==> src/uart_flush_pkg.sv <==
// constants for the queue flush, soft reset and break mirror block
package uart_flush_pkg;
  // ----------------------------------------------------------------
  // register byte addresses
  // ----------------------------------------------------------------
  localparam logic [31:0] RX_FIFO_LEVEL_ADDR      = 32'h50020084;
  localparam logic [31:0] SOFT_RESET_STROBES_ADDR = 32'h50020088;
  localparam logic [31:0] BREAK_MIRROR_CTRL_ADDR  = 32'h50020090;
  // ----------------------------------------------------------------
  // field positions and widths
  // ----------------------------------------------------------------
  localparam int RX_LEVEL_WIDTH     = 5;
  localparam int TX_FLUSH_BIT       = 2;
  localparam int RX_FLUSH_BIT       = 1;
  localparam int SOFT_RESET_BIT     = 0;
  localparam int BREAK_MIRROR_BIT   = 0;
  localparam int LINE_CTRL_BREAK    = 6;
  localparam int MODEM_CTRL_LOOP    = 4;
  localparam int DATA_WIDTH         = 32;
  localparam int BYTE_LANES         = 4;
  // ----------------------------------------------------------------
  // reset values and timing
  // ----------------------------------------------------------------
  localparam logic [31:0] REG_RESET_VALUE = 32'h00000000;
  localparam logic [31:0] UNMAPPED_VALUE  = 32'h00000000;
  localparam logic        BREAK_RESET     = 1'b0;
  localparam logic        LINE_IDLE       = 1'b1;
  localparam logic        LINE_SPACING    = 1'b0;
  localparam int          RELEASE_STAGES  = 2;
endpackage

==> src/uart_fifo_reset_break_ctrl.sv <==
// queue level, queue flush strobes, soft reset and break mirror registers
//
// Contract
// - read-only five-bit receive queue count, resets zero
// - strobe bit 2 equals queue control tx flush
// - tx flush empties queue, clears itself
// - strobe bit 1 equals queue control rx flush
// - rx flush empties queue, clears itself
// - strobe bit 0: reset asserts at once, releases clocked
// - soft reset clears bus and serial domains
// - mirror bit 0 shares line control break bit
// - break holds loopback data at spacing zero
// - without loopback, output low until break cleared
`timescale 1ns/10ps
module uart_fifo_reset_break_ctrl #(
  parameter int LEVEL_WIDTH = uart_flush_pkg::RX_LEVEL_WIDTH
) (
  input  wire logic        clk_sys,
  input  wire logic        reset,
  input  wire logic [31:0] address,
  input  wire logic        read,
  input  wire logic        write,
  input  wire logic [31:0] writedata,
  input  wire logic [3:0]  byteenable,
  output logic [31:0]      readdata,
  output logic             waitrequest,
  input  wire logic [LEVEL_WIDTH-1:0] rxLevelIn,
  input  wire logic        queueCtrlWrite,
  input  wire logic        queueCtrlTxFlush,
  input  wire logic        queueCtrlRxFlush,
  input  wire logic        lineCtrlWrite,
  input  wire logic        lineCtrlBreak,
  input  wire logic        loopbackEn,
  input  wire logic        serialTxData,
  output logic [LEVEL_WIDTH-1:0] rxFifoLevel,
  output logic             txQueueFlush,
  output logic             rxQueueFlush,
  output logic             busDomainReset,
  output logic             serialDomainReset,
  output logic             breakState,
  output logic             serialOut,
  output logic             loopbackData
);
  typedef struct packed {
    logic [LEVEL_WIDTH-1:0] rxLevel;
    logic                   breakBit;
    logic                   txOut;
    logic                   loopOut;
    logic                   txFlush;
    logic                   rxFlush;
    logic                   softReq;
    logic                   rdValid;
    logic [31:0]            rdData;
  } ctrl_s;

  ctrl_s s_reg;
  ctrl_s s_next;
  logic  ctrlReset;
  logic  wrHit;
  logic  hitLevel;
  logic  hitStrobe;
  logic  hitBreak;

  initial
  begin
    if (LEVEL_WIDTH != uart_flush_pkg::RX_LEVEL_WIDTH)
      $error("receive level field is five bits wide");
  end

  // ----------------------------------------------------------------
  // address decode
  // ----------------------------------------------------------------
  assign hitLevel  = (address == uart_flush_pkg::RX_FIFO_LEVEL_ADDR);
  assign hitStrobe = (address == uart_flush_pkg::SOFT_RESET_STROBES_ADDR);
  assign hitBreak  = (address == uart_flush_pkg::BREAK_MIRROR_CTRL_ADDR);
  // every field sits in the low byte, so only lane 0 commits a write
  assign wrHit     = write & byteenable[0];

  // reads take one wait cycle so that read data always comes from a flop
  assign waitrequest = read & ~s_reg.rdValid;

  // ----------------------------------------------------------------
  // next state
  // ----------------------------------------------------------------
  always_comb
  begin
    s_next         = s_reg;
    s_next.rdValid = read & ~s_reg.rdValid;
    s_next.txFlush = 1'b0;
    s_next.rxFlush = 1'b0;
    s_next.softReq = 1'b0;
    s_next.rxLevel = rxLevelIn;
    if (wrHit && hitStrobe)
    begin
      s_next.txFlush = writedata[uart_flush_pkg::TX_FLUSH_BIT];
      s_next.rxFlush = writedata[uart_flush_pkg::RX_FLUSH_BIT];
      s_next.softReq = writedata[uart_flush_pkg::SOFT_RESET_BIT];
    end
    if (queueCtrlWrite)
    begin
      s_next.txFlush = s_next.txFlush | queueCtrlTxFlush;
      s_next.rxFlush = s_next.rxFlush | queueCtrlRxFlush;
    end
    // line control and the mirror address write the same flop
    if (lineCtrlWrite)
      s_next.breakBit = lineCtrlBreak;
    if (wrHit && hitBreak)
      s_next.breakBit = writedata[uart_flush_pkg::BREAK_MIRROR_BIT];
    if (ctrlReset)
    begin
      // the soft reset restores line control, so break drops too
      s_next.breakBit = uart_flush_pkg::BREAK_RESET;
      s_next.txFlush  = 1'b0;
      s_next.rxFlush  = 1'b0;
    end
    if (s_next.rxFlush || ctrlReset)
      s_next.rxLevel = '0;
    s_next.rdData = uart_flush_pkg::UNMAPPED_VALUE;
    if (hitLevel)
      s_next.rdData[LEVEL_WIDTH-1:0] = s_reg.rxLevel;
    else if (hitBreak)
      s_next.rdData[uart_flush_pkg::BREAK_MIRROR_BIT] = s_reg.breakBit;
    if (!s_next.rdValid)
      s_next.rdData = s_reg.rdData;
    // loopback keeps the pin idle and sends break to the inner path
    s_next.loopOut = s_next.breakBit ? uart_flush_pkg::LINE_SPACING : serialTxData;
    if (loopbackEn)
      s_next.txOut = uart_flush_pkg::LINE_IDLE;
    else
      s_next.txOut = s_next.loopOut;
  end

  always_ff @(posedge clk_sys)
  begin
    if (reset)
    begin
      s_reg         <= '0;
      s_reg.txOut   <= uart_flush_pkg::LINE_IDLE;
      s_reg.loopOut <= uart_flush_pkg::LINE_IDLE;
      s_reg.rdData  <= uart_flush_pkg::REG_RESET_VALUE;
    end
    else
      s_reg <= s_next;
  end

  // ----------------------------------------------------------------
  // soft reset release
  // ----------------------------------------------------------------
  reset_release_sync #(
    .STAGES (uart_flush_pkg::RELEASE_STAGES)
  ) u_release (
    .clk_sys   (clk_sys),
    .reset     (reset),
    .assertReq (s_reg.softReq),
    .resetOut  (ctrlReset)
  );

  // ----------------------------------------------------------------
  // outputs
  // ----------------------------------------------------------------
  // one clock here, so both domains take the same stretched reset
  assign busDomainReset    = ctrlReset;
  assign serialDomainReset = ctrlReset;
  assign readdata          = s_reg.rdData;
  assign rxFifoLevel       = s_reg.rxLevel;
  assign txQueueFlush      = s_reg.txFlush;
  assign rxQueueFlush      = s_reg.rxFlush;
  assign breakState        = s_reg.breakBit;
  assign serialOut         = s_reg.txOut;
  assign loopbackData      = s_reg.loopOut;

  // ----------------------------------------------------------------
  // assertions
  // ----------------------------------------------------------------
  property p_level_track;
    @(posedge clk_sys) disable iff (reset)
      !s_next.rxFlush && !ctrlReset |=> rxFifoLevel == $past(rxLevelIn);
  endproperty
  a_level_track: assert property (p_level_track)
    else $error("receive level does not follow the queue count");

  property p_level_read;
    @(posedge clk_sys) disable iff (reset)
      read && !waitrequest && hitLevel |-> readdata == {27'h0000000, $past(rxFifoLevel)};
  endproperty
  a_level_read: assert property (p_level_read)
    else $error("level read returns a wrong value");

  property p_tx_flush;
    @(posedge clk_sys) disable iff (reset || ctrlReset)
      (wrHit && hitStrobe && writedata[uart_flush_pkg::TX_FLUSH_BIT])
      || (queueCtrlWrite && queueCtrlTxFlush) |=> txQueueFlush || ctrlReset;
  endproperty
  a_tx_flush: assert property (p_tx_flush)
    else $error("transmit flush strobe missing");

  property p_tx_self_clear;
    @(posedge clk_sys) disable iff (reset)
      txQueueFlush && !(wrHit && hitStrobe) && !queueCtrlWrite |=> !txQueueFlush;
  endproperty
  a_tx_self_clear: assert property (p_tx_self_clear)
    else $error("transmit flush did not clear itself");

  property p_rx_flush;
    @(posedge clk_sys) disable iff (reset || ctrlReset)
      (wrHit && hitStrobe && writedata[uart_flush_pkg::RX_FLUSH_BIT])
      || (queueCtrlWrite && queueCtrlRxFlush) |=> rxQueueFlush || ctrlReset;
  endproperty
  a_rx_flush: assert property (p_rx_flush)
    else $error("receive flush strobe missing");

  property p_rx_empty;
    @(posedge clk_sys) disable iff (reset)
      rxQueueFlush |-> rxFifoLevel == '0;
  endproperty
  a_rx_empty: assert property (p_rx_empty)
    else $error("receive level not zero during flush");

  property p_rx_self_clear;
    @(posedge clk_sys) disable iff (reset)
      rxQueueFlush && !(wrHit && hitStrobe) && !queueCtrlWrite |=> !rxQueueFlush;
  endproperty
  a_rx_self_clear: assert property (p_rx_self_clear)
    else $error("receive flush did not clear itself");

  property p_soft_reset;
    @(posedge clk_sys) disable iff (reset)
      wrHit && hitStrobe && writedata[uart_flush_pkg::SOFT_RESET_BIT]
      |=> busDomainReset[*3];
  endproperty
  a_soft_reset: assert property (p_soft_reset)
    else $error("soft reset not held for its release time");

  property p_soft_release;
    @(posedge clk_sys) disable iff (reset)
      busDomainReset && !s_reg.softReq ##1 !s_reg.softReq ##1 !s_reg.softReq
      |-> !busDomainReset;
  endproperty
  a_soft_release: assert property (p_soft_release)
    else $error("soft reset not released after two edges");

  property p_both_domains;
    @(posedge clk_sys) disable iff (reset)
      busDomainReset |-> serialDomainReset ##1 !breakState;
  endproperty
  a_both_domains: assert property (p_both_domains)
    else $error("soft reset did not clear both domains");

  property p_break_mirror;
    @(posedge clk_sys) disable iff (reset)
      wrHit && hitBreak && !ctrlReset
      |=> breakState == $past(writedata[uart_flush_pkg::BREAK_MIRROR_BIT]);
  endproperty
  a_break_mirror: assert property (p_break_mirror)
    else $error("break mirror write not taken");

  property p_break_spacing;
    @(posedge clk_sys) disable iff (reset)
      breakState |-> loopbackData == uart_flush_pkg::LINE_SPACING;
  endproperty
  a_break_spacing: assert property (p_break_spacing)
    else $error("break does not force spacing");

  property p_break_pin;
    @(posedge clk_sys) disable iff (reset)
      breakState && !loopbackEn |=> !serialOut || !breakState;
  endproperty
  a_break_pin: assert property (p_break_pin)
    else $error("serial output not low during break");

  property p_strobe_read_zero;
    @(posedge clk_sys) disable iff (reset)
      read && !waitrequest && hitStrobe |-> readdata == uart_flush_pkg::UNMAPPED_VALUE;
  endproperty
  a_strobe_read_zero: assert property (p_strobe_read_zero)
    else $error("strobe register read not zero");

  c_tx_flush: cover property (@(posedge clk_sys) disable iff (reset) txQueueFlush);
  c_rx_flush: cover property (@(posedge clk_sys) disable iff (reset) rxQueueFlush);
  c_soft_reset: cover property (@(posedge clk_sys) disable iff (reset) $rose(busDomainReset));
  c_break: cover property (@(posedge clk_sys) disable iff (reset)
    breakState && !loopbackEn ##1 !serialOut);
endmodule

==> src/reset_release_sync.sv <==
// soft reset stretcher: immediate assertion, clocked release
`timescale 1ns/10ps
module reset_release_sync #(
  parameter int STAGES = uart_flush_pkg::RELEASE_STAGES
) (
  input  wire logic clk_sys,
  input  wire logic reset,
  input  wire logic assertReq,
  output logic      resetOut
);
  typedef struct packed {
    logic [STAGES-1:0] stage;
  } sync_s;

  sync_s s_reg;
  sync_s s_next;

  initial
  begin
    if (STAGES < 2)
      $error("reset_release_sync needs at least two stages");
  end

  // ----------------------------------------------------------------
  // release chain
  // ----------------------------------------------------------------
  always_comb
  begin
    s_next = s_reg;
    if (assertReq)
      s_next.stage = '1;
    else
      s_next.stage = {s_reg.stage[STAGES-2:0], 1'b0};
  end

  always_ff @(posedge clk_sys)
  begin
    if (reset)
      s_reg <= '0;
    else
      s_reg <= s_next;
  end

  // request reaches the output without waiting for an edge
  assign resetOut = assertReq | s_reg.stage[STAGES-1];
endmodule

==> config.mk <==
export PLATFORM = sky130hd
export DESIGN_NAME = uart_fifo_reset_break_ctrl
export DESIGN_NICKNAME = d
export VERILOG_FILES = /design/src/uart_flush_pkg.sv /design/src/uart_fifo_reset_break_ctrl.sv /design/src/reset_release_sync.sv
export SDC_FILE = /design/constraint.sdc
export NUM_CORES = 1
export LEC_CHECK = 0
export BUFFER_PORTS_ARGS = -buffer_cell sky130_fd_sc_hd__buf_2
export CORE_MARGIN = 4
export CORE_UTILIZATION = 37
export DETAILED_ROUTE_END_ITERATION = 8
export HOLD_SLACK_MARGIN = 0.1
export PLACE_DENSITY = 0.85
export SETUP_SLACK_MARGIN = 0.2
export SLEW_MARGIN = 20
export SYNTH_ARGS = -nofsm -noshare
export SYNTH_HDL_FRONTEND = slang
export SYNTH_SLANG_ARGS = --single-unit
==> constraint.sdc <==
create_clock -name clk_sys -period 3.06 [get_ports clk_sys]
set_input_delay 0.306 -clock clk_sys [delete_from_list [all_inputs] [get_ports clk_sys]]
set_output_delay 0.306 -clock clk_sys [all_outputs]
set_load 0.01 [all_outputs]
==> Yosys cells after proc, flatten, opt, wreduce, memory -nomap -nowiden <==
Cells that the tools add are included.
{ "totals": {"register_bits": 19, "input_bits": 84, "out_inout_bits": 45, "wordCells": 38} }
{ "classes": {"n_eq_ne": 3, "mux": 11, "bitwise_logic": 7, "n_reduce_logical": 7} }
{ "op_table": {"columns": ["cell", "n"], "rows": [
  ["$eq A32 B31 Y1 const B", 3],
  ["$reduce_or A2 Y1", 4],
  ["$mux W1", 7],
  ["$mux W2", 2],
  ["$mux W4", 1],
  ["$mux W3", 1],
  ["$or A1 B1 Y1", 3],
  ["$and A1 B1 Y1", 2],
  ["$logic_and A1 B1 Y1", 2],
  ["$not A1 Y1", 2],
  ["$logic_or A1 B1 Y1", 1]
]} }

==> Depth between registers and ports, before layout <==
Gate-level depths: netlist (run 1).
{ "logic_depth": {"ltp_word": 8, "depth_mapped": 5, "depth_no_buf": 5} }

==> Hierarchy <==
From an unflattened synthesis (run 1), not the netlist that was laid out.
{ "unflattened": {"hier_cells": 124, "area_unflattened_um2": 1183.6} }
{ "by_module_without_submodules": {"columns": ["mod", "instances", "cells_per_inst", "area_each_um2", "seq_area_each_um2"], "rows": [
  ["uart_fifo_reset_break_ctrl", 1, 119, 1121.1, 340.3],
  ["reset_release_sync", 1, 5, 62.6, 40.0]
]} }

==> Worst setup path after synthesis (run 1) <==
OpenSTA, ideal clock, no wires.
{ "synth_path": {"kind": "input to register", "start": "input port address[5]", "end": "register s_reg (netlist bit breakState)", "setup_ps": 72, "arrival_time_ps": 1910, "required_ps": 2988, "slack_ps": 1079, "cell_stages": 4, "path_buffers": 0, "cell_sequence": "or4b_1 > or4_4 > nor4_4 > mux2i_1"} }
{ "synth_between": {"elab_chain_len": 4} }
{ "synth_lines": {"columns": ["element", "line", "source"], "rows": [
  ["from (decl)", "uart_fifo_reset_break_ctrl.sv:20", "input wire logic [31:0] address,"],
  ["$eq A32 B31 Y1", "uart_fifo_reset_break_ctrl.sv:75", "assign hitBreak = (address == uart_flush_pkg::BREAK_MIRROR_CTRL_ADDR);"],
  ["$logic_and A1 B1 Y1", "uart_fifo_reset_break_ctrl.sv:107", "if (wrHit && hitBreak)"],
  ["$mux W1", "uart_fifo_reset_break_ctrl.sv:107", null],
  ["$mux W1", "uart_fifo_reset_break_ctrl.sv:109", "if (ctrlReset)"],
  ["to (signal assigned)", "uart_fifo_reset_break_ctrl.sv:143", "s_reg <= s_next;"],
  ["to (decl)", "uart_fifo_reset_break_ctrl.sv:56", "ctrl_s s_reg;"]
]} }
Every way passes these cells.
A chain may end at the register's enable or synchronous reset.

==> Worst setup path after layout (run 1) <==
Same ends and word-level chain as after synthesis.

==> results.md, run 1 <==
| Stage | Item | This run |
| --- | --- | --- |
| routing | Wire length after detailed routing | 2.70 mm |
| clock tree | Depth of the CTS H-tree | 1 |
| yosys | Most area-consuming cells after synthesis | sky130_fd_sc_hd__dfxtp_1 (32%), sky130_fd_sc_hd__buf_4 (24%), sky130_fd_sc_hd__nand2_1 (4.1%) |
| worst setup path | Worst setup path category | input pin to flop |
| routing | Ratio of routed vias to standard cells | 4.35 |
| worst setup path | FF-to-FF setup slack | 1.70 ns |
| routing | Average detailed-routed wire length per instance | 11.0 um |
| cells and area | Nets | 286 |
| timing | Max-slew violation total from the final report | 0 |
| yosys | Post-synth top cells | sky130_fd_sc_hd__buf_4 (38), sky130_fd_sc_hd__dfxtp_1 (19), sky130_fd_sc_hd__nand2_1 (13) |
| worst setup path | Required time worst endpoint | 3.28 ns |
| cells and area | Utilization after layout | 46.4% |
| yosys | Count of different cell masters after synthesis | 34 |
| worst setup path | Worst reg2reg startpoint | s_reg[32] |
| pwr | Static Leakage | 0.728 nW |
| global route | GR Util All Layers | 11.8% |
| clock tree | Worst-Skew Late Latency | 0.29 ns |
| pwr | Sequential group share of total power | 54.5% |
| yosys | EDFF count, synth | 0 |
| cells and area | Layout Cell Area excl Fill | 1420 sq um |
| worst setup path | CP Capture Type | flop |
| timing | Final setup fails | 0 |
| cells and area | Fill cells | 343 |
| place | Weighted congestion at the end of routability-driven global placement | 0.721 |
| flow run | Max-capacitance violation count | 0 |
| clock tree | Cts bufs inserted | 3 |
| clock tree | Post-CTS setup buffers | 0 |
| yosys | Synth top area share | 32.0% |
| min path | Classification of the worst-slack hold path | input pin to flop |
| routing | Drt pass-1 iters | 4 |
| run status | Run status | complete, no violations |
| timing | Highest achievable clock rate | 0.527 GHz |
| timing | Setup repair after global routing missed its margin | no |
| routing | Antenna viol nets, final | 0 |
| yosys | Main flop type after synthesis | sky130_fd_sc_hd__dfxtp_1 |
| yosys | Mapped Cells | 142 |
| pwr | VDD IR max | 0.108 mV |
| floorplanning | Total I/O pin count | 129 |
| pwr | Switching component of the power | 0.129 mW |
| clock tree | TritonCTS clock tree | done |
| routing | Number of design rule violations left after detail routing | 0 |
| pwr | Comb pwr share | 19.4% |
| cells and area | Layout area overhead | 19.3% |
| yosys | Synthesis Warnings | 0 |
| floorplanning | Starting density of the core | 38.9% |
| global route | Via count of the first global-routing pass | 991 |
| floorplanning | Die W | 64.7 um |
| timing | Min Tclk post-route | 1.90 ns |
| min path | Worst hold path startpoint | rxLevelIn[4] |
| routing | Starting DRC count in detailed routing | 13 |
| min path | Depth of the worst hold-timing path | 3 |
| global route | Number of antenna violations at the first check in global routing | 0 |
| yosys | Post-synthesis area per instance | 8.36 sq um |
| place | Setup Slack @ Placement | 0.864 ns |
| worst setup path | CP Launch Type | input pin |
| yosys | Asr flop ratio synth | 0% |
| place | Final HPWL from detailed placement | 2.35 mm |
| yosys | Largest area contributor in the netlist | sky130_fd_sc_hd__dfxtp_1 |
| floorplanning | Number of standard-cell rows in the floorplan | 20 |
| cells and area | Total area of multi-input combinational cells | 586 sq um |
| timing | Hold Slack | 0.230 ns |
| pwr | Share of total power consumed by net switching | 27.3% |
| worst setup path | FF-to-FF path depth | 4 |
| floorplanning | Chip Height | 64.7 um |
| global route | Total grt overflow | 0 |
| place | Cell area after placement | 1390 sq um |
| global route | Maximum number of pins on one net before global-route repair | 12 |
| yosys | Most frequently used cell type in the post-synthesis netlist | sky130_fd_sc_hd__buf_4 |
| clock tree | Buffer levels on the longest clock path | 2 |
| yosys | Register area share after synthesis | 32.0% |
| yosys | Post-Syn Area | 1190 sq um |
| timing | Post-route setup TNS | 0 ns |
| timing | Worst Setup Slack, final | 1.16 ns |
| clock tree | Hold-fix buffers at CTS | 0 |
| cells and area | Share of cells above drive strength 1 | 41.3% |
| timing | Share of the cycle needed by the critical path after routing | 62.0% |
| yosys | Count of state elements after synthesis | 19 |
| worst setup path | Reg-to-reg endpoint | readdata[3] |
| worst setup path | Largest fanout on the critical path | 4 |
| floorplanning | Overall die area | 4180 sq um |
| pwr | Clock share of power | 26.1% |
| timing | Hold violation count in the final report | 0 |
| place | Total of buffers placed on input and output ports | 69 |
| min path | Destination of the worst hold path | rxFifoLevel[4] |
| clock tree | Total number of clock tree sinks | 19 |
| clock tree | Number of gates resized after CTS | 0 |
| worst setup path | Data arrival time of the worst path | 2.12 ns |
| clock tree | CTS clock-pin slew for the worst setup and hold paths | 0.11 ns |
| pwr | Areal power density over the cells | 334 nW/um^2 |
| cells and area | Area taken by flip-flops and latches | 380 sq um |
| pwr | Int Power | 0.344 mW |
| routing | Total number of vias | 1066 |
| cells and area | # diodes | 0 |
| timing | Max Clock Skew | 0.00415 ns |
| global route | Global-route wire length before repair | 4.00 mm |
| clock tree | Root Buffer | sky130_fd_sc_hd__clkbuf_4 |
| floorplanning | Core footprint | 3050 sq um |
[final cells by class]
cell class / count / area share (%)
clock buffers: 3 / 1.59
flip-flops and latches: 19 / 26.9
multi-input cells: 104 / 41.3
clock inverters: 1 / 0.353
inverters: 4 / 1.06
well taps: 44 / 3.89
repair buffers: 70 / 24.9
[layout by cell type (no fill, tap or decap), types with 4 or more instances in the layout]
cell type                 synthesis  layout
sky130_fd_sc_hd__nand4_1          7       7
sky130_fd_sc_hd__nand2_1         13      13
sky130_fd_sc_hd__dfxtp_1         19      19
sky130_fd_sc_hd__a21oi_1          6       6
sky130_fd_sc_hd__conb_1           1      27
sky130_fd_sc_hd__inv_1            4       4
sky130_fd_sc_hd__buf_2            0      69
sky130_fd_sc_hd__nand3_1          5       5
sky130_fd_sc_hd__nor4_1           5       5
sky130_fd_sc_hd__nor2_1          10      10
[logic make-up (layout without fill, tap and decap cells)]
group	Yosys count	in the layout	share of synthesized area (%)
compound gates	12	12	6.01
simple gates	63	63	33.0
other cells	1	27	0.316
mux	2	2	1.79
flops	19	19	32.0
buf+inv	45	78	26.9
[worst max-delay path by stage]
| stage | start | end | slack [ns] | cells past startpoint |
|---|---|---|---|---|
| floorplan | address[5] | breakState | 1.08 | 4 |
| global placement | address[5] | rxFifoLevel[2] | 0.88 | 5 |
| detailed placement | address[5] | rxFifoLevel[4] | 0.86 | 5 |
| CTS | address[5] | breakState | 1.16 | 5 |
| global route | address[5] | breakState | 1.11 | 5 |
| finish | address[5] | breakState | 1.16 | 5 |
[power groups by stage]
stage	clock (mW)	sequential [mW]	combinational [mW]
finish	0.124	0.258	0.0920
global route	0.139	0.259	0.103
CTS	0.126	0.258	0.0917
detailed placement	0	0.264	0.0916
global placement	0	0.263	0.0899
floorplan	0	0.265	0.0755
[critical path, stage by stage]
cell and delay, ns:
sky130_fd_sc_hd__buf_2 0.09, sky130_fd_sc_hd__or4b_1 0.54, sky130_fd_sc_hd__or4_4 0.59, sky130_fd_sc_hd__nor4_4 0.36, sky130_fd_sc_hd__mux2i_1 0.22
[metrics by stage]
step,power (mW),instances
3_5_place_dp,0.355,241
5_1_grt,0.501,245
2_1_floorplan,0.341,168
3_3_place_gp,0.353,241
4_1_cts,0.476,245
6_report,0.473,245
[layer usage]
layer	vias up	routed length (um)	track usage, %
li1	546	-	-
met1	467	1080	13.7
met2	49	1370	21.6
met3	4	206	1.73
met4	0	42	4.75
met5	-	0	0
Note: power is estimated with default switching activity, not from simulation.
==> run 2, diff against run 1 <==
--- a/config.mk
+++ b/config.mk
@@ -7,10 +7,10 @@
 export LEC_CHECK = 0
 export BUFFER_PORTS_ARGS = -buffer_cell sky130_fd_sc_hd__buf_2
 export CORE_MARGIN = 4
-export CORE_UTILIZATION = 37
+export CORE_UTILIZATION = 34
 export DETAILED_ROUTE_END_ITERATION = 8
 export HOLD_SLACK_MARGIN = 0.1
-export PLACE_DENSITY = 0.85
+export PLACE_DENSITY = 0.79
 export SETUP_SLACK_MARGIN = 0.2
 export SLEW_MARGIN = 20
 export SYNTH_ARGS = -nofsm -noshare
==> constraint.sdc (replaced) <==
create_clock -name clk_sys -period 2 [get_ports clk_sys]
set_input_delay 0.2 -clock clk_sys [delete_from_list [all_inputs] [get_ports clk_sys]]
set_output_delay 0.2 -clock clk_sys [all_outputs]
set_load 0.01 [all_outputs]
==> results.md, run 2 (same netlist as run 1, synthesis figures left out) <==
| Stage | Item | This run | Change |
| --- | --- | --- | --- |
| run status | Run status | complete, no violations |  |
| floorplanning | Starting density of the core | 35.3% | -3.6 points |
| routing | Drt pass-1 iters | 4 | unchanged |
| worst setup path | CP Launch Type | input pin |  |
| floorplanning | Core footprint | 3360 sq um | +10% |
| cells and area | Share of cells above drive strength 1 | 40.8% | -0.50 points |
| routing | Number of design rule violations left after detail routing | 0 | unchanged |
| routing | Starting DRC count in detailed routing | 42 | +29 |
| floorplanning | Number of standard-cell rows in the floorplan | 21 | +5.0% |
| routing | Total number of vias | 1048 | -1.7% |
| cells and area | Layout Cell Area excl Fill | 1420 sq um | about the same |
| cells and area | Nets | 286 | unchanged |
| worst setup path | Data arrival time of the worst path | 1.88 ns | -0.24 ns |
| routing | Wire length after detailed routing | 2.59 mm | -4.3% |
| clock tree | Number of gates resized after CTS | 0 | unchanged |
| place | Instance count after placement with tap cells included | 243 | +0.83% |
| cells and area | Highest-count cells in the layout ignoring fill and taps | sky130_fd_sc_hd__buf_2 (69), sky130_fd_sc_hd__conb_1 (27), sky130_fd_sc_hd__dfxtp_1 (19), sky130_fd_sc_hd__nand2_1 (13), sky130_fd_sc_hd__nor2_1 (10) |  |
| global route | Met1 track demand over resource | 13.6% | -0.15 points |
| cells and area | Utilization after layout | 42.2% | -4.2 points |
| worst setup path | Reg-to-reg endpoint | readdata[4] |  |
| pwr | Static Leakage | 0.725 nW | -0.38% |
| floorplanning | Die W | 67.1 um | +3.8% |
| routing | Antenna viol nets, final | 0 | unchanged |
| flow run | Max-capacitance violation count | 0 | unchanged |
| place | Cell area after placement | 1390 sq um | +0.18% |
| worst setup path | CP Capture Type | flop |  |
| worst setup path | Worst reg2reg startpoint | s_reg[32] |  |
| min path | Depth of the worst hold-timing path | 3 | unchanged |
| global route | Met2 routing resource usage after global routing | 19.6% | -2.0 points |
| worst setup path | Largest fanout on the critical path | 4 | unchanged |
| floorplanning | Total I/O pin count | 129 | unchanged |
| routing | Average detailed-routed wire length per instance | 10.5 um | -5.1% |
| global route | GR Util All Layers | 11.5% | -0.35 points |
| timing | Hold violation count in the final report | 0 | unchanged |
| worst setup path | FF-to-FF path depth | 4 | unchanged |
| routing | Ratio of routed vias to standard cells | 4.24 | -2.5% |
| cells and area | Fill cells | 381 | +11% |
| floorplanning | Overall die area | 4500 sq um | +7.7% |
| timing | Final setup fails | 0 | unchanged |
| timing | Hold Slack | 0.132 ns | -0.0986 ns |
| min path | Destination of the worst hold path | rxFifoLevel[1] |  |
| floorplanning | Chip Height | 67.1 um | +3.8% |
| global route | Total grt overflow | 0 | unchanged |
| timing | Share of the cycle needed by the critical path after routing | 82.8% |  |
| timing | Post-route setup TNS | 0 ns | unchanged |
| worst setup path | Worst setup path category | input pin to flop |  |
| pwr | Areal power density over the cells | 507 nW/um^2 | +52% |
| clock tree | Hold-fix buffers at CTS | 0 | unchanged |
| min path | Worst hold path startpoint | rxLevelIn[1] |  |
| timing | Max-slew violation total from the final report | 0 | unchanged |
| clock tree | Root Buffer | sky130_fd_sc_hd__clkbuf_4 |  |
| clock tree | Total number of clock tree sinks | 19 | unchanged |
| clock tree | Worst-Skew Late Latency | 0.29 ns | about the same |
| clock tree | Depth of the CTS H-tree | 1 | unchanged |
| min path | Classification of the worst-slack hold path | input pin to flop |  |
| place | Final HPWL from detailed placement | 2.28 mm | -2.9% |
| timing | Min Tclk post-route | 1.66 ns |  |
| clock tree | Cts bufs inserted | 3 | unchanged |
| clock tree | TritonCTS clock tree | done |  |
| timing | Highest achievable clock rate | 0.604 GHz |  |
| clock tree | Post-CTS setup buffers | 0 | unchanged |
| global route | Global-route layer with the greatest usage | met2 |  |
| cells and area | # diodes | 0 | unchanged |
| global route | Maximum number of pins on one net before global-route repair | 12 | unchanged |
| place | Total of buffers placed on input and output ports | 69 | unchanged |
| worst setup path | FF-to-FF setup slack | 0.62 ns | -1.08 ns |
| cells and area | Layout area overhead | 19.4% | about the same |
| global route | Via count of the first global-routing pass | 917 | -7.5% |
| cells and area | Final cell count without fillers | 247 | +0.82% |
| global route | Grt met3 use | 3.37% | +1.6 points |
| pwr | VDD IR max | 0.139 mV | +28% |
| global route | Number of antenna violations at the first check in global routing | 0 | unchanged |
| clock tree | CTS clock-pin slew for the worst setup and hold paths | 0.10 ns | about the same |
| timing | Setup repair after global routing missed its margin | no |  |
| cells and area | Most common cell after layout, fill and taps aside | sky130_fd_sc_hd__buf_2 |  |
| clock tree | Buffer levels on the longest clock path | 2 | unchanged |
| global route | Global-route wire length before repair | 4.00 mm | +0.18% |
| place | Weighted congestion at the end of routability-driven global placement | 0.737 | +2.2% |
| worst setup path | Required time worst endpoint | 2.23 ns | -1.05 ns |
| timing | Max Clock Skew | 0.00670 ns | +0.00255 ns |
## run 2: cell type report
type / instances / area [sq um] / share of cell area (%)
clock buffer: 4 / 26.3 / 1.85
multi-input combinational: 104 / 586 / 41.3
inverter: 4 / 15.0 / 1.06
sequential: 19 / 380 / 26.8
tap: 46 / 57.6 / 4.06
timing repair buffer: 70 / 353 / 24.9
## run 2: through the flow
step,power (mW),worst slack [ns]
after CTS,0.730,0.337
after floorplan,0.521,0.243
after global routing,0.771,0.270
after detailed placement,0.544,0.0213
after global placement,0.541,0.0361
final,0.719,0.344
## run 2: worst max-delay path, cell delays in order
cell and delay (ns):
sky130_fd_sc_hd__buf_2 0.09, sky130_fd_sc_hd__or4b_1 0.54, sky130_fd_sc_hd__or4_4 0.59, sky130_fd_sc_hd__nor4_4 0.24, sky130_fd_sc_hd__mux2i_1 0.22
## run 2: worst max-delay path by stage
stage / from / slack, ns / cells after the start / endpoint
global placement: address[5] / 0.04 / 5 / rxFifoLevel[1]
CTS: address[5] / 0.34 / 5 / rxFifoLevel[3]
finish: address[5] / 0.34 / 5 / breakState
detailed placement: address[5] / 0.02 / 5 / rxFifoLevel[3]
floorplan: address[5] / 0.24 / 4 / breakState
global route: address[5] / 0.27 / 5 / rxFifoLevel[2]
## run 2: per-layer routing
layer / wire [um] / share of wire [%]
met2: 1270 / 49
met3: 309 / 12
met4: 19 / 0.73
met1: 987 / 38
met5: 0 / 0
## run 2: power by group
| part | internal [mW] | switching (mW) |
|---|---|---|
| Clock | 0.0775 | 0.107 |
| Combinational | 0.0627 | 0.0776 |
| Sequential | 0.390 | 0.00450 |
| Total | 0.530 | 0.189 |
==> run 3, diff against run 2 <==
==> constraint.sdc (replaced) <==
create_clock -name clk_sys -period 1.7 [get_ports clk_sys]
set_input_delay 0.17 -clock clk_sys [delete_from_list [all_inputs] [get_ports clk_sys]]
set_output_delay 0.17 -clock clk_sys [all_outputs]
set_load 0.01 [all_outputs]
==> results.md, run 3 (same netlist as run 1, synthesis figures left out) <==
| Stage | Item | This run | Change |
| --- | --- | --- | --- |
| routing | Ratio of routed vias to standard cells | 4.31 | +1.5% |
| worst setup path | Slowest stage cell on the critical path | sky130_fd_sc_hd__or4_4 |  |
| pwr | Share of total power consumed by net switching | 26.5% | +0.23 points |
| flow run | Max-capacitance violation count | 0 | unchanged |
| place | Total of buffers placed on input and output ports | 69 | unchanged |
| cells and area | Highest-count cells in the layout ignoring fill and taps | sky130_fd_sc_hd__buf_2 (68), sky130_fd_sc_hd__conb_1 (27), sky130_fd_sc_hd__dfxtp_1 (19), sky130_fd_sc_hd__nand2_1 (13), sky130_fd_sc_hd__nor2_1 (9) |  |
| min path | Destination of the worst hold path | rxFifoLevel[1] |  |
| routing | Starting DRC count in detailed routing | 39 | -7.1% |
| worst setup path | CP Capture Type | flop |  |
| timing | Hold Slack | 0.109 ns | -0.0223 ns |
| worst setup path | Required time worst endpoint | 1.92 ns | -0.31 ns |
| cells and area | Most common cell after layout, fill and taps aside | sky130_fd_sc_hd__buf_2 |  |
| worst setup path | CP Launch Type | input pin |  |
| min path | Depth of the worst hold-timing path | 3 | unchanged |
| routing | Wire length after detailed routing | 2.76 mm | +6.9% |
| place | Setup Slack @ Placement | -0.167 ns | -0.189 ns |
| timing | Worst Setup Slack, final | 0.142 ns | -0.202 ns |
| floorplanning | Overall die area | 4500 sq um | unchanged |
| global route | Global-route wire length before repair | 4.15 mm | +3.6% |
| floorplanning | Starting density of the core | 35.3% | unchanged |
| pwr | Int Power | 0.630 mW | +19% |
| worst setup path | Reg-to-reg endpoint | rxFifoLevel[2] |  |
| worst setup path | Cell seen most often among critical-path stages | sky130_fd_sc_hd__or4_4 |  |
| worst setup path | FF-to-FF setup slack | 0.42 ns | -0.20 ns |
| worst setup path | Worst reg2reg startpoint | s_reg[33] |  |
| global route | GR Util All Layers | 11.7% | +0.22 points |
| worst setup path | Worst stage delay on the critical path | 0.55 ns | -0.04 ns |
| place | Weighted congestion at the end of routability-driven global placement | 0.719 | -2.4% |
| routing | Total number of vias | 1085 | +3.5% |
| worst setup path | Cells traversed along the worst timing path | buf_6 -> or4_4 -> or4_4 -> nor4_4 -> mux2i_1 |  |
| place | Final HPWL from detailed placement | 2.35 mm | +3.2% |
| clock tree | Post-CTS setup buffers | 0 | unchanged |
| worst setup path | FF-to-FF path depth | 5 | +1 |
| floorplanning | Die W | 67.1 um | unchanged |
| min path | Classification of the worst-slack hold path | input pin to flop |  |
| floorplanning | Chip Height | 67.1 um | unchanged |
| floorplanning | Core footprint | 3360 sq um | unchanged |
| timing | Setup repair after global routing missed its margin | yes |  |
| timing | Share of the cycle needed by the critical path after routing | 91.6% |  |
| floorplanning | Total I/O pin count | 129 | unchanged |
| routing | Number of design rule violations left after detail routing | 0 | unchanged |
| worst setup path | Worst setup path category | input pin to flop |  |
| global route | Number of antenna violations at the first check in global routing | 0 | unchanged |
| pwr | Clock share of power | 25.4% | -0.2 points |
| pwr | Comb pwr share | 20.5% | +1.0 points |
| cells and area | Layout Cell Area excl Fill | 1490 sq um | +5.1% |
| pwr | VDD IR max | 0.187 mV | +35% |
| worst setup path | Data arrival time of the worst path | 1.78 ns | -0.10 ns |
| pwr | Switching component of the power | 0.227 mW | +20% |
| routing | Antenna viol nets, final | 0 | unchanged |
| clock tree | Cts bufs inserted | 3 | unchanged |
| clock tree | TritonCTS clock tree | done |  |
| pwr | Areal power density over the cells | 575 nW/um^2 | +13% |
| clock tree | Worst-Skew Late Latency | 0.28 ns | about the same |
| pwr | Static Leakage | 0.748 nW | +3.1% |
| place | Cell area after placement | 1430 sq um | +2.6% |
| timing | Hold violation count in the final report | 0 | unchanged |
| cells and area | Nets | 291 | +1.7% |
| global route | Maximum number of pins on one net before global-route repair | 12 | unchanged |
| global route | Total grt overflow | 0 | unchanged |
| global route | Via count of the first global-routing pass | 958 | +4.5% |
| timing | Final setup fails | 0 | unchanged |
| timing | Max Clock Skew | 0.000678 ns | -0.00602 ns |
| pwr | Power consumption | 0.857 mW | +19% |
| routing | Average detailed-routed wire length per instance | 11.0 um | +4.8% |
| cells and area | # diodes | 0 | unchanged |
| clock tree | Root Buffer | sky130_fd_sc_hd__clkbuf_4 |  |
| timing | Max-slew violation total from the final report | 0 | unchanged |
| cells and area | Share of cells above drive strength 1 | 43.7% | +2.9 points |
| floorplanning | Number of standard-cell rows in the floorplan | 21 | unchanged |
| clock tree | Buffer levels on the longest clock path | 2 | unchanged |
| clock tree | CTS clock-pin slew for the worst setup and hold paths | 0.10 ns | about the same |
| timing | Highest achievable clock rate | 0.642 GHz |  |
| worst setup path | Largest fanout on the critical path | 4 | unchanged |
| timing | Min Tclk post-route | 1.56 ns |  |
| clock tree | Total number of clock tree sinks | 19 | unchanged |
| min path | Worst hold path startpoint | rxLevelIn[1] |  |
| cells and area | Layout area overhead | 25.5% |  |
| pwr | Sequential group share of total power | 54.2% | -0.6 points |
| routing | Drt pass-1 iters | 4 | unchanged |
| run status | Run status | complete, no violations |  |
| clock tree | Depth of the CTS H-tree | 1 | unchanged |
[run 3: cell count changes in the layout (fill, tap and decap cells not counted), sizes merged]
cell,delta
dlygate4sd3,+1
buf,+4
[run 3: worst max-delay path, delay by kind of cell]
family / cells / cell delay (ns)
multiplexers: 1 / 0.21
AND/OR/NAND/NOR: 3 / 1.30
buffers and inverters: 1 / 0.09
[run 3: area by class of cell]
type                       count  area [sq um]
clock buffer                   4          26.3
fill                         388          1870
inverter                       4          15.0
multi-input combinational    104           608
sequential                    19           380
tap                           46          57.6
timing repair buffer          75           403
[run 3: layer usage]
layer | routed length (um) | up-vias | track usage, %
met1 | 1020 | 479 | 14.1
met2 | 1450 | 50 | 20.9
met3 | 274 | 2 | 2.36
met5 | 0 | - | 0
li1 | - | 554 | -
met4 | 18 | 0 | 3.04
[run 3: power by group through the flow]
| stage | logic (mW) | registers (mW) | clock network (mW) |
|---|---|---|---|
| global placement | 0.165 | 0.474 | 0 |
| global route | 0.198 | 0.466 | 0.244 |
| floorplan | 0.137 | 0.477 | 0 |
| detailed placement | 0.168 | 0.474 | 0 |
| finish | 0.175 | 0.464 | 0.218 |
| CTS | 0.170 | 0.464 | 0.224 |
[run 3: worst max path at each step]
stage | from | to | slack, ns | depth (start not counted)
after floorplan | address[10] | breakState | 0.02 | 4
after global placement | address[10] | breakState | -0.15 | 5
after detailed placement | address[10] | breakState | -0.17 | 5
after CTS | address[10] | breakState | 0.15 | 5
after global routing | address[10] | breakState | 0.11 | 5
final | address[10] | breakState | 0.14 | 5
[run 3: repair_timing]
item | CTS | global route
setup endpoints to repair | 10 | 13
hold buffers | 0 | 1
gates cloned | 0 | 0
endpoints found under the hold margin | 0 | 1
pin swaps | 1 | 0
resized for setup | 1 | 5
[run 3: stage by stage]
step                      utilization (%)  std cells  setup TNS, ns
after floorplan                         -        168              0
after detailed placement             42.4        247          -1.55
after global placement               42.4        247          -1.37
after CTS                            43.4        251              0
after global routing                 44.3        252              0
final                                44.3        252              0
